--- src/pkg/pfs_consts.vh ---
`ifndef PFS_CONSTS_VH
`define PFS_CONSTS_VH

// Mode select level
`define PFS_MODE_PRINTER   1'b1
`define PFS_MODE_FLOPPY    1'b0

// Printer strobe timing (ns) and derived cycles at clock period
`define PFS_CLK_PERIOD_NS  10
`define PFS_SETUP_NS       500
`define PFS_STROBE_NS      1000
`define PFS_HOLD_NS        500
`define PFS_SETUP_CYC      ((`PFS_SETUP_NS + `PFS_CLK_PERIOD_NS - 1) / `PFS_CLK_PERIOD_NS)
`define PFS_STROBE_CYC     ((`PFS_STROBE_NS + `PFS_CLK_PERIOD_NS - 1) / `PFS_CLK_PERIOD_NS)
`define PFS_HOLD_CYC       ((`PFS_HOLD_NS + `PFS_CLK_PERIOD_NS - 1) / `PFS_CLK_PERIOD_NS)

// Floppy step timing (ns)
`define PFS_STEP_PULSE_NS  1000
`define PFS_STEP_GAP_NS    3000
`define PFS_STEP_PULSE_CYC ((`PFS_STEP_PULSE_NS + `PFS_CLK_PERIOD_NS - 1) / `PFS_CLK_PERIOD_NS)
`define PFS_STEP_GAP_CYC   ((`PFS_STEP_GAP_NS + `PFS_CLK_PERIOD_NS - 1) / `PFS_CLK_PERIOD_NS)

// Widths
`define PFS_CNT_W          12
`define PFS_TRK_W          8
`define PFS_FIFO_W         8
`define PFS_FIFO_D         16

// Reset values
`define PFS_BYTE_RST       8'h00
`define PFS_CNT_RST        12'h000
`define PFS_TRK_RST        8'h00

`endif

--- src/hdl/pfs_port.v ---
// Behaviour
// - Mode pin high or open selects printer
// - Pulse low strobe to latch byte
// - Bytes move over eight-line data bus
// - Drive auto line feed low when requested
// - Drive printer reset low to initialise
// - Drive select low to select printer
// - Density output picks low or high rate
// - Drive select and motor outputs low-active
// - Head output low head0, high head1
// - Direction low inwards, high outwards
// - One step pulse per track moved
// - Serial write data on open-drain output
// - Write gate low only while writing
`timescale 1ns/1ps
`default_nettype none
`include "pfs_consts.vh"
module pfs_port #(
	parameter FIFO_DEPTH = `PFS_FIFO_D,
	parameter SETUP_CYC  = `PFS_SETUP_CYC,
	parameter STROBE_CYC = `PFS_STROBE_CYC,
	parameter HOLD_CYC   = `PFS_HOLD_CYC,
	parameter STEP_CYC   = `PFS_STEP_PULSE_CYC,
	parameter GAP_CYC    = `PFS_STEP_GAP_CYC
) (
	// Clock and reset
	input  wire       mclk,
	input  wire       rst_n,
	// Mode pin
	input  wire       port_mode_select,
	// Host byte stream to printer
	input  wire       tx_valid,
	output wire       tx_ready,
	input  wire [7:0] tx_byte,
	// Host printer controls
	input  wire       want_auto_feed,
	input  wire       want_init,
	input  wire       want_select,
	input  wire       want_read,
	// Host received byte (reverse direction)
	output reg        rx_valid_q,
	output reg  [7:0] rx_byte_q,
	// Printer status to host
	output reg        stat_fault_q,
	output reg        stat_paper_out_q,
	output reg        stat_online_q,
	output reg        stat_busy_q,
	output reg        stat_ack_q,
	// Printer pins
	output reg        printer_latch_pulse_n_oe_q,
	output reg        auto_line_feed_n_oe_q,
	output reg        printer_init_n_oe_q,
	output reg        printer_select_out_n_oe_q,
	input  wire [7:0] printer_byte_bus_i,
	output reg  [7:0] printer_byte_bus_o_q,
	output reg        printer_byte_bus_oe_q,
	input  wire       printer_fault_n,
	input  wire       printer_ack_n,
	input  wire       printer_busy,
	input  wire       paper_out_in,
	input  wire       printer_online_in,
	// Host floppy controls
	input  wire       want_high_density,
	input  wire       want_drive,
	input  wire       want_motor,
	input  wire       want_head1,
	input  wire       seek_start,
	input  wire       seek_outward,
	input  wire [7:0] seek_tracks,
	output reg        seek_busy_q,
	input  wire       wr_active,
	input  wire       wr_bit,
	// Floppy status to host
	output reg        fd_index_q,
	output reg        fd_track0_q,
	output reg        fd_protected_q,
	output reg        fd_read_bit_q,
	output reg        fd_changed_q,
	// Floppy pins (open drain: oe high pulls low)
	output reg        density_choice_oe_q,
	input  wire       index_hole_n,
	input  wire       outermost_track_in,
	input  wire       write_protect_n,
	input  wire       read_stream_n,
	input  wire       disk_changed_in,
	output reg        drive_activate_n_oe_q,
	output reg        spindle_on_n_oe_q,
	output reg        head_choice_oe_q,
	output reg        head_dir_oe_q,
	output reg        head_step_n_oe_q,
	output reg        write_stream_n_oe_q,
	output reg        write_gate_out_n_oe_q
);
	localparam ST_IDLE  = 4'b0001;
	localparam ST_SETUP = 4'b0010;
	localparam ST_PULSE = 4'b0100;
	localparam ST_HOLD  = 4'b1000;
	localparam SK_IDLE  = 3'b001;
	localparam SK_PULSE = 3'b010;
	localparam SK_GAP   = 3'b100;

	reg  [3:0]                st_q;
	reg  [`PFS_CNT_W-1:0]     cnt_q;
	reg  [7:0]                byte_q;
	reg  [2:0]                sk_q;
	reg  [`PFS_CNT_W-1:0]     sk_cnt_q;
	reg  [`PFS_TRK_W-1:0]     sk_left_q;
	wire                      lpt;
	wire                      f_valid;
	wire [7:0]                f_data;
	wire                      f_take;

	function [`PFS_CNT_W-1:0] cyc;
		input integer n;
		begin
			cyc = n[`PFS_CNT_W-1:0] - 1'b1;
		end
	endfunction

	assign lpt    = (port_mode_select == `PFS_MODE_PRINTER);
	assign f_take = (st_q == ST_IDLE) & lpt & !printer_busy & !want_read;

	pfs_fifo #(
		.WIDTH (`PFS_FIFO_W),
		.DEPTH (FIFO_DEPTH),
		.AW    ($clog2(FIFO_DEPTH))
	) i_pfs_fifo (
		.mclk      (mclk),
		.rst_n     (rst_n),
		.in_valid  (tx_valid),
		.in_ready  (tx_ready),
		.in_data   (tx_byte),
		.out_valid (f_valid),
		.out_ready (f_take),
		.out_data  (f_data)
	);

	// Printer byte transfer
	always @(posedge mclk or negedge rst_n) begin
		if (!rst_n) begin
			st_q                       <= ST_IDLE;
			cnt_q                      <= `PFS_CNT_RST;
			byte_q                     <= `PFS_BYTE_RST;
			printer_latch_pulse_n_oe_q <= 1'b0;
		end else if (!lpt) begin
			st_q                       <= ST_IDLE;
			printer_latch_pulse_n_oe_q <= 1'b0;
		end else begin
			case (st_q)
				ST_IDLE: begin
					printer_latch_pulse_n_oe_q <= 1'b0;
					if (f_take && f_valid) begin
						byte_q <= f_data;
						cnt_q  <= cyc(SETUP_CYC);
						st_q   <= ST_SETUP;
					end
				end
				ST_SETUP: begin
					if (cnt_q == `PFS_CNT_RST) begin
						printer_latch_pulse_n_oe_q <= 1'b1;
						cnt_q                      <= cyc(STROBE_CYC);
						st_q                       <= ST_PULSE;
					end else
						cnt_q <= cnt_q - 1'b1;
				end
				ST_PULSE: begin
					if (cnt_q == `PFS_CNT_RST) begin
						printer_latch_pulse_n_oe_q <= 1'b0;
						cnt_q                      <= cyc(HOLD_CYC);
						st_q                       <= ST_HOLD;
					end else
						cnt_q <= cnt_q - 1'b1;
				end
				ST_HOLD: begin
					if (cnt_q == `PFS_CNT_RST)
						st_q <= ST_IDLE;
					else
						cnt_q <= cnt_q - 1'b1;
				end
				default: begin
					st_q                       <= ST_IDLE;
					printer_latch_pulse_n_oe_q <= 1'b0;
				end
			endcase
		end
	end

	// Printer controls, data bus and status
	always @(posedge mclk or negedge rst_n) begin
		if (!rst_n) begin
			auto_line_feed_n_oe_q     <= 1'b0;
			printer_init_n_oe_q       <= 1'b0;
			printer_select_out_n_oe_q <= 1'b0;
			printer_byte_bus_o_q      <= `PFS_BYTE_RST;
			printer_byte_bus_oe_q     <= 1'b0;
			rx_valid_q                <= 1'b0;
			rx_byte_q                 <= `PFS_BYTE_RST;
			stat_fault_q              <= 1'b0;
			stat_paper_out_q          <= 1'b0;
			stat_online_q             <= 1'b0;
			stat_busy_q               <= 1'b0;
			stat_ack_q                <= 1'b0;
		end else begin
			auto_line_feed_n_oe_q     <= lpt & want_auto_feed;
			printer_init_n_oe_q       <= lpt & want_init;
			printer_select_out_n_oe_q <= lpt & want_select;
			printer_byte_bus_o_q      <= byte_q;
			// Bus stays driven until a started transfer has ended
			printer_byte_bus_oe_q     <= lpt & (!want_read | (st_q != ST_IDLE));
			rx_valid_q                <= lpt & want_read & !printer_ack_n;
			rx_byte_q                 <= printer_byte_bus_i;
			stat_fault_q              <= lpt & !printer_fault_n;
			stat_paper_out_q          <= lpt & paper_out_in;
			stat_online_q             <= lpt & printer_online_in;
			stat_busy_q               <= lpt & printer_busy;
			stat_ack_q                <= lpt & !printer_ack_n;
		end
	end

	// Floppy seek: one step pulse per track
	always @(posedge mclk or negedge rst_n) begin
		if (!rst_n) begin
			sk_q             <= SK_IDLE;
			sk_cnt_q         <= `PFS_CNT_RST;
			sk_left_q        <= `PFS_TRK_RST;
			seek_busy_q      <= 1'b0;
			head_step_n_oe_q <= 1'b0;
			head_dir_oe_q    <= 1'b0;
		end else begin
			case (sk_q)
				SK_IDLE: begin
					head_step_n_oe_q <= 1'b0;
					seek_busy_q      <= 1'b0;
					if (!lpt && seek_start && seek_tracks != `PFS_TRK_RST) begin
						head_dir_oe_q    <= !seek_outward;
						sk_left_q        <= seek_tracks - 1'b1;
						sk_cnt_q         <= cyc(STEP_CYC);
						head_step_n_oe_q <= 1'b1;
						seek_busy_q      <= 1'b1;
						sk_q             <= SK_PULSE;
					end
				end
				SK_PULSE: begin
					if (lpt) begin
						head_step_n_oe_q <= 1'b0;
						sk_q             <= SK_IDLE;
					end else if (sk_cnt_q == `PFS_CNT_RST) begin
						head_step_n_oe_q <= 1'b0;
						sk_cnt_q         <= cyc(GAP_CYC);
						sk_q             <= SK_GAP;
					end else
						sk_cnt_q <= sk_cnt_q - 1'b1;
				end
				SK_GAP: begin
					if (lpt)
						sk_q <= SK_IDLE;
					else if (sk_cnt_q != `PFS_CNT_RST)
						sk_cnt_q <= sk_cnt_q - 1'b1;
					else if (sk_left_q == `PFS_TRK_RST)
						sk_q <= SK_IDLE;
					else begin
						sk_left_q        <= sk_left_q - 1'b1;
						sk_cnt_q         <= cyc(STEP_CYC);
						head_step_n_oe_q <= 1'b1;
						sk_q             <= SK_PULSE;
					end
				end
				default: begin
					sk_q             <= SK_IDLE;
					head_step_n_oe_q <= 1'b0;
				end
			endcase
			if (lpt)
				head_dir_oe_q <= 1'b0;
		end
	end

	// Floppy drive controls and status
	always @(posedge mclk or negedge rst_n) begin
		if (!rst_n) begin
			density_choice_oe_q   <= 1'b0;
			drive_activate_n_oe_q <= 1'b0;
			spindle_on_n_oe_q     <= 1'b0;
			head_choice_oe_q      <= 1'b0;
			write_stream_n_oe_q   <= 1'b0;
			write_gate_out_n_oe_q <= 1'b0;
			fd_index_q            <= 1'b0;
			fd_track0_q           <= 1'b0;
			fd_protected_q        <= 1'b0;
			fd_read_bit_q         <= 1'b0;
			fd_changed_q          <= 1'b0;
		end else begin
			density_choice_oe_q   <= !lpt & !want_high_density;
			drive_activate_n_oe_q <= !lpt & want_drive;
			spindle_on_n_oe_q     <= !lpt & want_motor;
			head_choice_oe_q      <= !lpt & !want_head1;
			write_gate_out_n_oe_q <= !lpt & wr_active;
			write_stream_n_oe_q   <= !lpt & wr_active & wr_bit;
			fd_index_q            <= !lpt & !index_hole_n;
			fd_track0_q           <= !lpt & !outermost_track_in;
			fd_protected_q        <= !lpt & !write_protect_n;
			fd_read_bit_q         <= !lpt & !read_stream_n;
			fd_changed_q          <= !lpt & !disk_changed_in;
		end
	end
endmodule
`default_nettype wire

--- src/hdl/pfs_fifo.v ---
`timescale 1ns/1ps
`default_nettype none
module pfs_fifo #(
	parameter WIDTH = 8,
	parameter DEPTH = 16,
	parameter AW    = 4
) (
	// Clock and reset
	input  wire             mclk,
	input  wire             rst_n,
	// Fill side
	input  wire             in_valid,
	output wire             in_ready,
	input  wire [WIDTH-1:0] in_data,
	// Drain side
	output wire             out_valid,
	input  wire             out_ready,
	output wire [WIDTH-1:0] out_data
);
	reg [WIDTH-1:0] mem_q [0:DEPTH-1];
	reg [AW-1:0]    wr_q;
	reg [AW-1:0]    rd_q;
	reg [AW:0]      cnt_q;
	reg [AW:0]      cnt_d;
	reg             full_q;
	wire            push;
	wire            pop;

	// Ready comes from a registered full flag, not from count logic
	assign in_ready  = !full_q;
	assign out_valid = (cnt_q != {(AW+1){1'b0}});
	assign out_data  = mem_q[rd_q];
	assign push      = in_valid & in_ready;
	assign pop       = out_valid & out_ready;

	always @* begin
		cnt_d = cnt_q;
		if (push && !pop)
			cnt_d = cnt_q + 1'b1;
		else if (pop && !push)
			cnt_d = cnt_q - 1'b1;
	end

	always @(posedge mclk) begin
		if (push)
			mem_q[wr_q] <= in_data;
	end

	always @(posedge mclk or negedge rst_n) begin
		if (!rst_n) begin
			wr_q  <= {AW{1'b0}};
			rd_q  <= {AW{1'b0}};
			cnt_q <= {(AW+1){1'b0}};
			full_q <= 1'b0;
		end else begin
			if (push)
				wr_q <= (wr_q == DEPTH[AW-1:0] - 1'b1) ? {AW{1'b0}} : wr_q + 1'b1;
			if (pop)
				rd_q <= (rd_q == DEPTH[AW-1:0] - 1'b1) ? {AW{1'b0}} : rd_q + 1'b1;
			cnt_q  <= cnt_d;
			full_q <= (cnt_d == DEPTH[AW:0]);
		end
	end
endmodule
`default_nettype wire

--- config.mk ---
export PLATFORM = sky130hd
export DESIGN_NAME = pfs_port
export DESIGN_NICKNAME = d
export VERILOG_FILES = /design/src/hdl/pfs_port.v /design/src/hdl/pfs_fifo.v
export VERILOG_INCLUDE_DIRS = /design/src /design/src/pkg
export SDC_FILE = /design/constraint.sdc
export NUM_CORES = 1
export LEC_CHECK = 0
export ABC_AREA = 0
export CORE_ASPECT_RATIO = 1.75
export CORE_UTILIZATION = 39
export DETAILED_ROUTE_END_ITERATION = 8
export DONT_BUFFER_PORTS = 1
export HOLD_SLACK_MARGIN = 0.1
export PLACE_DENSITY = 0.65
export SLEW_MARGIN = 15
export SYNTH_ARGS = -nofsm -noshare
export SYNTH_HDL_FRONTEND = slang
export SYNTH_SLANG_ARGS = --single-unit
--- constraint.sdc ---
create_clock -name mclk -period 4.5 [get_ports mclk]
set_input_delay 0.45 -clock mclk [delete_from_list [all_inputs] [get_ports mclk]]
set_output_delay 0.45 -clock mclk [all_outputs]
set_load 0.01 [all_outputs]
Word level (Yosys, flattened, before mapping)
Memories as Yosys holds them, arrays and structs flattened. A register that Yosys moved wholly into a read port is not among the register bits.
Index checks and enable logic that the tools add are counted.

word-level totals
  input bits = 50
  bits in writable memories = 128
  memory bits (read-only) = 0
  output and inout bits = 42
  bits in latches = 0
  register bits = 94
  memories kept = 1

memory list
  memory            words  bits a word  rd ports  clocked after Yosys merged registers in  write ports  RTL line       text
  i_pfs_fifo.mem_q  16     8            1         1                                        1            pfs_fifo.v:20  reg [WIDTH-1:0] mem_q [0:DEPTH-1];

operators by class
  muxes and demuxes = 50
  multiply operators = 0
  $add $sub $neg = 8
  eq/ne operators = 26
  divide/modulo/power cells = 0
  shift-type cells = 0
  order comparisons = 0
  bitwise gates (word level) = 28
  reduce and logical (&&, ||, !) cells = 42

operator list
  kind                   number
  $mux 12                10
  $pmux 12 s4            1
  $pmux 12 s3            1
  $mux 8                 4
  $mux 4                 7
  $and 1x1->1            27
  $logic_not 12->1       2
  $sub 12x1->12 const B  2
  $ne 3x3->1 const B     6
  $logic_not 1->1        17
  $pmux 4 s4             1
  $pmux 8 s2             1
  $sub 8x1->8 const B    2
  $mux 3                 5
  $mux 1                 14
  $ne 2x2->1 const B     7
  $eq 4x4->1 const B     3
  $reduce_and 4->1       3
  $reduce_bool 12->1     1
  $mux 5                 2
  $reduce_and 5->1       2
  $pmux 3 s3             1
  $reduce_and 3->1       3
  $add 4x1->4 const B    2
  other kinds (23)       30

Depth between registers and ports, before layout
  depth in word-level cells = 9
  gate-level depth with buffers = 10

Hierarchy
Synthesis repeated with hierarchy kept, for this count alone.

unflattened totals
  cells, all modules = 733
  area, all modules = 9805.7 um^2

modules (own cells, without submodules)
  module    area each (um^2)  seq. area each (um^2)  cells an instance  times used
  pfs_fifo  5813.1            4194.0                 343                1
  pfs_port  3992.6            2204.6                 390                1

Least setup slack after synthesis
OpenSTA, ideal clock, no wires.

  path type = register -> register
  from = register sk_q[0]
  to = register sk_left_q[6]
  cell stages (with the launch flop) = 10
  buffers on the path = 3
  data required time = 4.374 ns
  arrival time = 2.300 ns
  path slack = 2.074 ns
  period minus slack after synthesis = 2.426 ns
  library setup time = 0.126 ns
  cell sequence = dfstp_2 > buf_2 > nand2b_1 > clkbuf_1 > buf_1 > mux2i_1 > ha_1 > and2_1 > a21oi_1 > a221o_1

between the ends
  longest elaborated chain between the ends = 3
  elaborated cells between the ends (all ways) = 9
  those cells by class = 6 x eq/ne; 1 x mux; 2 x reduce/logical

RTL lines
  item                                                              RTL line        text
  from (decl)                                                       pfs_port.v:105  reg [2:0] sk_q;
  from (signal assigned)                                            pfs_port.v:223  sk_q <= SK_IDLE;
  from (signal assigned)                                            pfs_port.v:240  sk_q <= SK_PULSE;
  from (signal assigned)                                            pfs_port.v:246  sk_q <= SK_IDLE;
  $eq 3x1->1 / $eq 3x3->1 (equally long branches)                   pfs_port.v:230  case (sk_q)
  $ne 2x2->1 (no line) / $reduce_bool 2->1 (equally long branches)  --
  $reduce_and 5->1 (no line)                                        --
  to (signal assigned)                                              pfs_port.v:225  sk_left_q <= `PFS_TRK_RST;
  to (signal assigned)                                              pfs_port.v:236  sk_left_q <= seek_tracks - 1'b1;
  to (signal assigned)                                              pfs_port.v:262  sk_left_q <= sk_left_q - 1'b1;
  to (decl)                                                         pfs_port.v:107  reg [`PFS_TRK_W-1:0] sk_left_q;

Parallel ways exist; a longest one is shown, timed or not.
A chain may end at the register's enable or synchronous reset.

Worst setup path in the final report
  from = register i_pfs_fifo.full_q
  to = memory i_pfs_fifo.mem_q[12][7] (enable)

between the ends
  longest elaborated chain between the ends = 4

RTL lines
  item                          RTL line       text
  from (decl)                   pfs_fifo.v:25  reg full_q;
  from (signal assigned)        pfs_fifo.v:61  full_q <= (cnt_d == DEPTH[AW:0]);
  $logic_not 1->1               pfs_fifo.v:30  assign in_ready = !full_q;
  $and 1x1->1                   pfs_fifo.v:33  assign push = in_valid & in_ready;
  $mux 1                        pfs_fifo.v:45  if (push)
  $mux 1 (not written as such)  pfs_fifo.v:46  mem_q[wr_q] <= in_data;
  to (decl)                     pfs_fifo.v:20

Every way passes these cells.

==> reports/qor.csv <==
metric;value;unit
area_growth;14.7;%
timing.hold.ws;0.131;ns
r2r-start;i_pfs_fifo.full_q;
viasPerCell;5.50;
clock-sinks;230;
fin_nets;790;
tightest_slew;1.20;ns
endpoint_kind;flop;
synth_top_flop_cell;edfxtp_1;
fin_skew;0.0250;ns
hold_end;printer_latch_pulse_n_oe_q;
synthTopCellsByArea;edfxtp_1, dfrtp_1, mux4_2;
critPathRequiredTime;4.61;ns
post-route-period-util;57.1;%
fin_crit;2.57;ns
diodes;0;
cts_buffers;21;
yosys_warnings;0;
path_clk_slew;0.07;ns
max-clock-path-buffers;3;
p_leak;4.15;nW
worstHoldPathType;input pin to flop;
dp_hpwl;14200;um
setup_violations;0;
r2r_slack;1.93;ns
drcViolationCount;0;
grt_overflow;0;
min_from;port_mode_select;
timing.fmax;389;MHz
avgSynthCellArea;14.5;sq um
dieArea;0.0259;sq mm
cpLargestDelayFamily;simple AND/OR/NAND/NOR gates;
synth-seq-cells;230;
p_per_area;505;mW/mm^2
drtAntennaViolNets;0;
yosys.area.top_type;edfxtp_1;
start_util;39.8;%
rsz0062_at_grt;false;
crit_arrival;2.68;ns
synth_cells;680;
rows;76;
final_area;0.0113;sq mm
synth-seq-area-share;65.0;%
grt_pass1_vias;6088;
fp.dieW;122;um
cts_tree;built;
path_cells;nor2b_1, nand2_1, nor2_1;
cts-root-buf;clkbuf_16;
clkLatencyLatePin;0.52;ns
ios;92;
max-cap-violations;0;
cp_max_fo;11;
multiInputGateArea;0.00322;sq mm
async_flop_share;44.3;%
reg2reg_depth;3;
r2r-end;i_pfs_fifo.mem_q[12][7];
fillCellCount;2152;
grt_pass1_wl;33800;um
antenna_found_initial;1;
worstSetupPathType;flop to flop;
max_stage_delay;0.95;ns
crit_slowest_cell;nor2_1;
critPathLaunchType;flop;
gp_congestion;0.817;
finalHoldViolations;0;
final-seq-area;0.00640;sq mm
setup_tns;0;ns
post-synth-top-count-cell;edfxtp_1;
wire_per_inst;20.4;um
wl;21600;um
vias;5808;
timing.slew.headroom;19.8;%
syn_nets;741;
drt_iter0_drc;397;
fp.dieH;212;um
post_cts_buffers;0;
track_usage;17.4;%
synth_edf_count;128;
synth_common_cells;edfxtp_1, dfrtp_1, nor2_1, nand2_1, mux4_2;
htreeDepth;1;
drive_above_1_share;14.8;%
slew_viol_final;0;
yosysTopAreaCellShare;39.1;%
core-area;0.0247;sq mm
holdPathStages;2;
placed_cell_area;0.0101;sq mm
dr.pass1.iters;4;
numPortBuffers;0;
syn_area;0.00984;sq mm
grt_max_degree;103;
status;completed;
cp.buffers_inverters;0;
ir_drop;0.000242;V
ys_types;76;
[worst max-delay path by stage]
stage | endpoint | start | cells after the start | slack (ns)
floorplan | sk_left_q[6] | sk_q[0] | 9 | 2.07
global placement | i_pfs_fifo.mem_q[12][2] | tx_valid | 3 | 1.85
detailed placement | byte_q[1] | i_pfs_fifo.rd_q[0] | 3 | 1.84
CTS | byte_q[0] | i_pfs_fifo.rd_q[0] | 3 | 1.82
global route | cnt_q[5] | cnt_q[0] | 9 | 1.72
finish | i_pfs_fifo.mem_q[12][7] | i_pfs_fifo.full_q | 3 | 1.93
[registers in the layout (all words and copies together) (netlist names), 3 cells and up]
| name | flops |
|---|---|
| i_pfs_fifo.mem_q | 128 |
| cnt_q | 12 |
| sk_cnt_q | 12 |
| byte_q | 8 |
| printer_byte_bus_o_q | 8 |
| rx_byte_q | 8 |
| sk_left_q | 8 |
| i_pfs_fifo.cnt_q | 5 |
| i_pfs_fifo.rd_q | 4 |
| i_pfs_fifo.wr_q | 4 |
| st_q | 4 |
| sk_q | 3 |
[per-stage QoR]
stage	worst slack (ns)	std cells	utilization, %	total power, W
finish	1.93	1056	45.6	0.00570
global route	1.72	1056	45.6	0.00598
CTS	1.82	1055	45.6	0.00577
detailed placement	1.84	972	41.0	0.00393
global placement	1.85	972	41.0	0.00390
floorplan	2.07	680	-	0.00368
[cells by family after synthesis]
kind of cell    synth area share (%)
mux                             10.6
xor+xnor                        1.34
simple gates                    11.6
compound gates                  7.82
buf+inv                         2.23
fa+ha+maj                       1.40
flops                           65.0
[routing by layer]
layer / up-vias / wire (um) / track usage [%]
met5: - / 10 / 0
met4: 2 / 634 / 6.52
met3: 40 / 942 / 2.44
met2: 156 / 12100 / 33.3
met1: 2945 / 7870 / 18.8
li1: 2665 / - / -
[final cells by class]
type,count,area share (%)
flip-flops and latches,230,56.7
multi-input cells,406,28.5
clock buffers,29,5.10
repair buffers,53,4.70
well taps,312,3.46
clock inverters,9,0.865
inverters,17,0.588
[layout by cell type (no fill, tap or decap), drive strengths merged, types with 3 or more instances in the layout]
| cell | n |
|---|---|
| edfxtp | 128 |
| dfrtp | 100 |
| nor2 | 59 |
| nand2 | 48 |
| dlygate4sd3 | 45 |
| mux4 | 40 |
| o21ai | 33 |
| a21oi | 30 |
| nor3 | 30 |
| clkbuf | 29 |
| inv | 18 |
| nor2b | 15 |
| nand2b | 15 |
| and2 | 13 |
| ha | 11 |
| nand4 | 9 |
| xnor2 | 8 |
| mux2 | 8 |
| buf | 8 |
| nand3 | 7 |
| xor2 | 7 |
| or3 | 6 |
| o31ai | 6 |
| a21o | 5 |
| mux2i | 5 |
| clkinv | 4 |
| o41ai | 4 |
| a22oi | 3 |
| nor4 | 3 |
| o22ai | 3 |
| a41oi | 3 |
| a21boi | 3 |
| nor4b | 3 |
[power breakdown]
part / internal (W) / switching (W) / total [W]
clock: 0.00101 / 0.000749 / 0.00176
sequential: 0.00252 / 0.000386 / 0.00291
combinational: 0.000591 / 0.000443 / 0.00103
total: 0.00413 / 0.00158 / 0.00570
[timing repair]
| item | CTS | global route |
|---|---|---|
| hold buffers | 45 | 1 |
| gates resized for setup | 0 | 0 |
| hold endpoints to repair | 262 | 1 |
No activity file was read; power rests on OpenSTA's default activity.
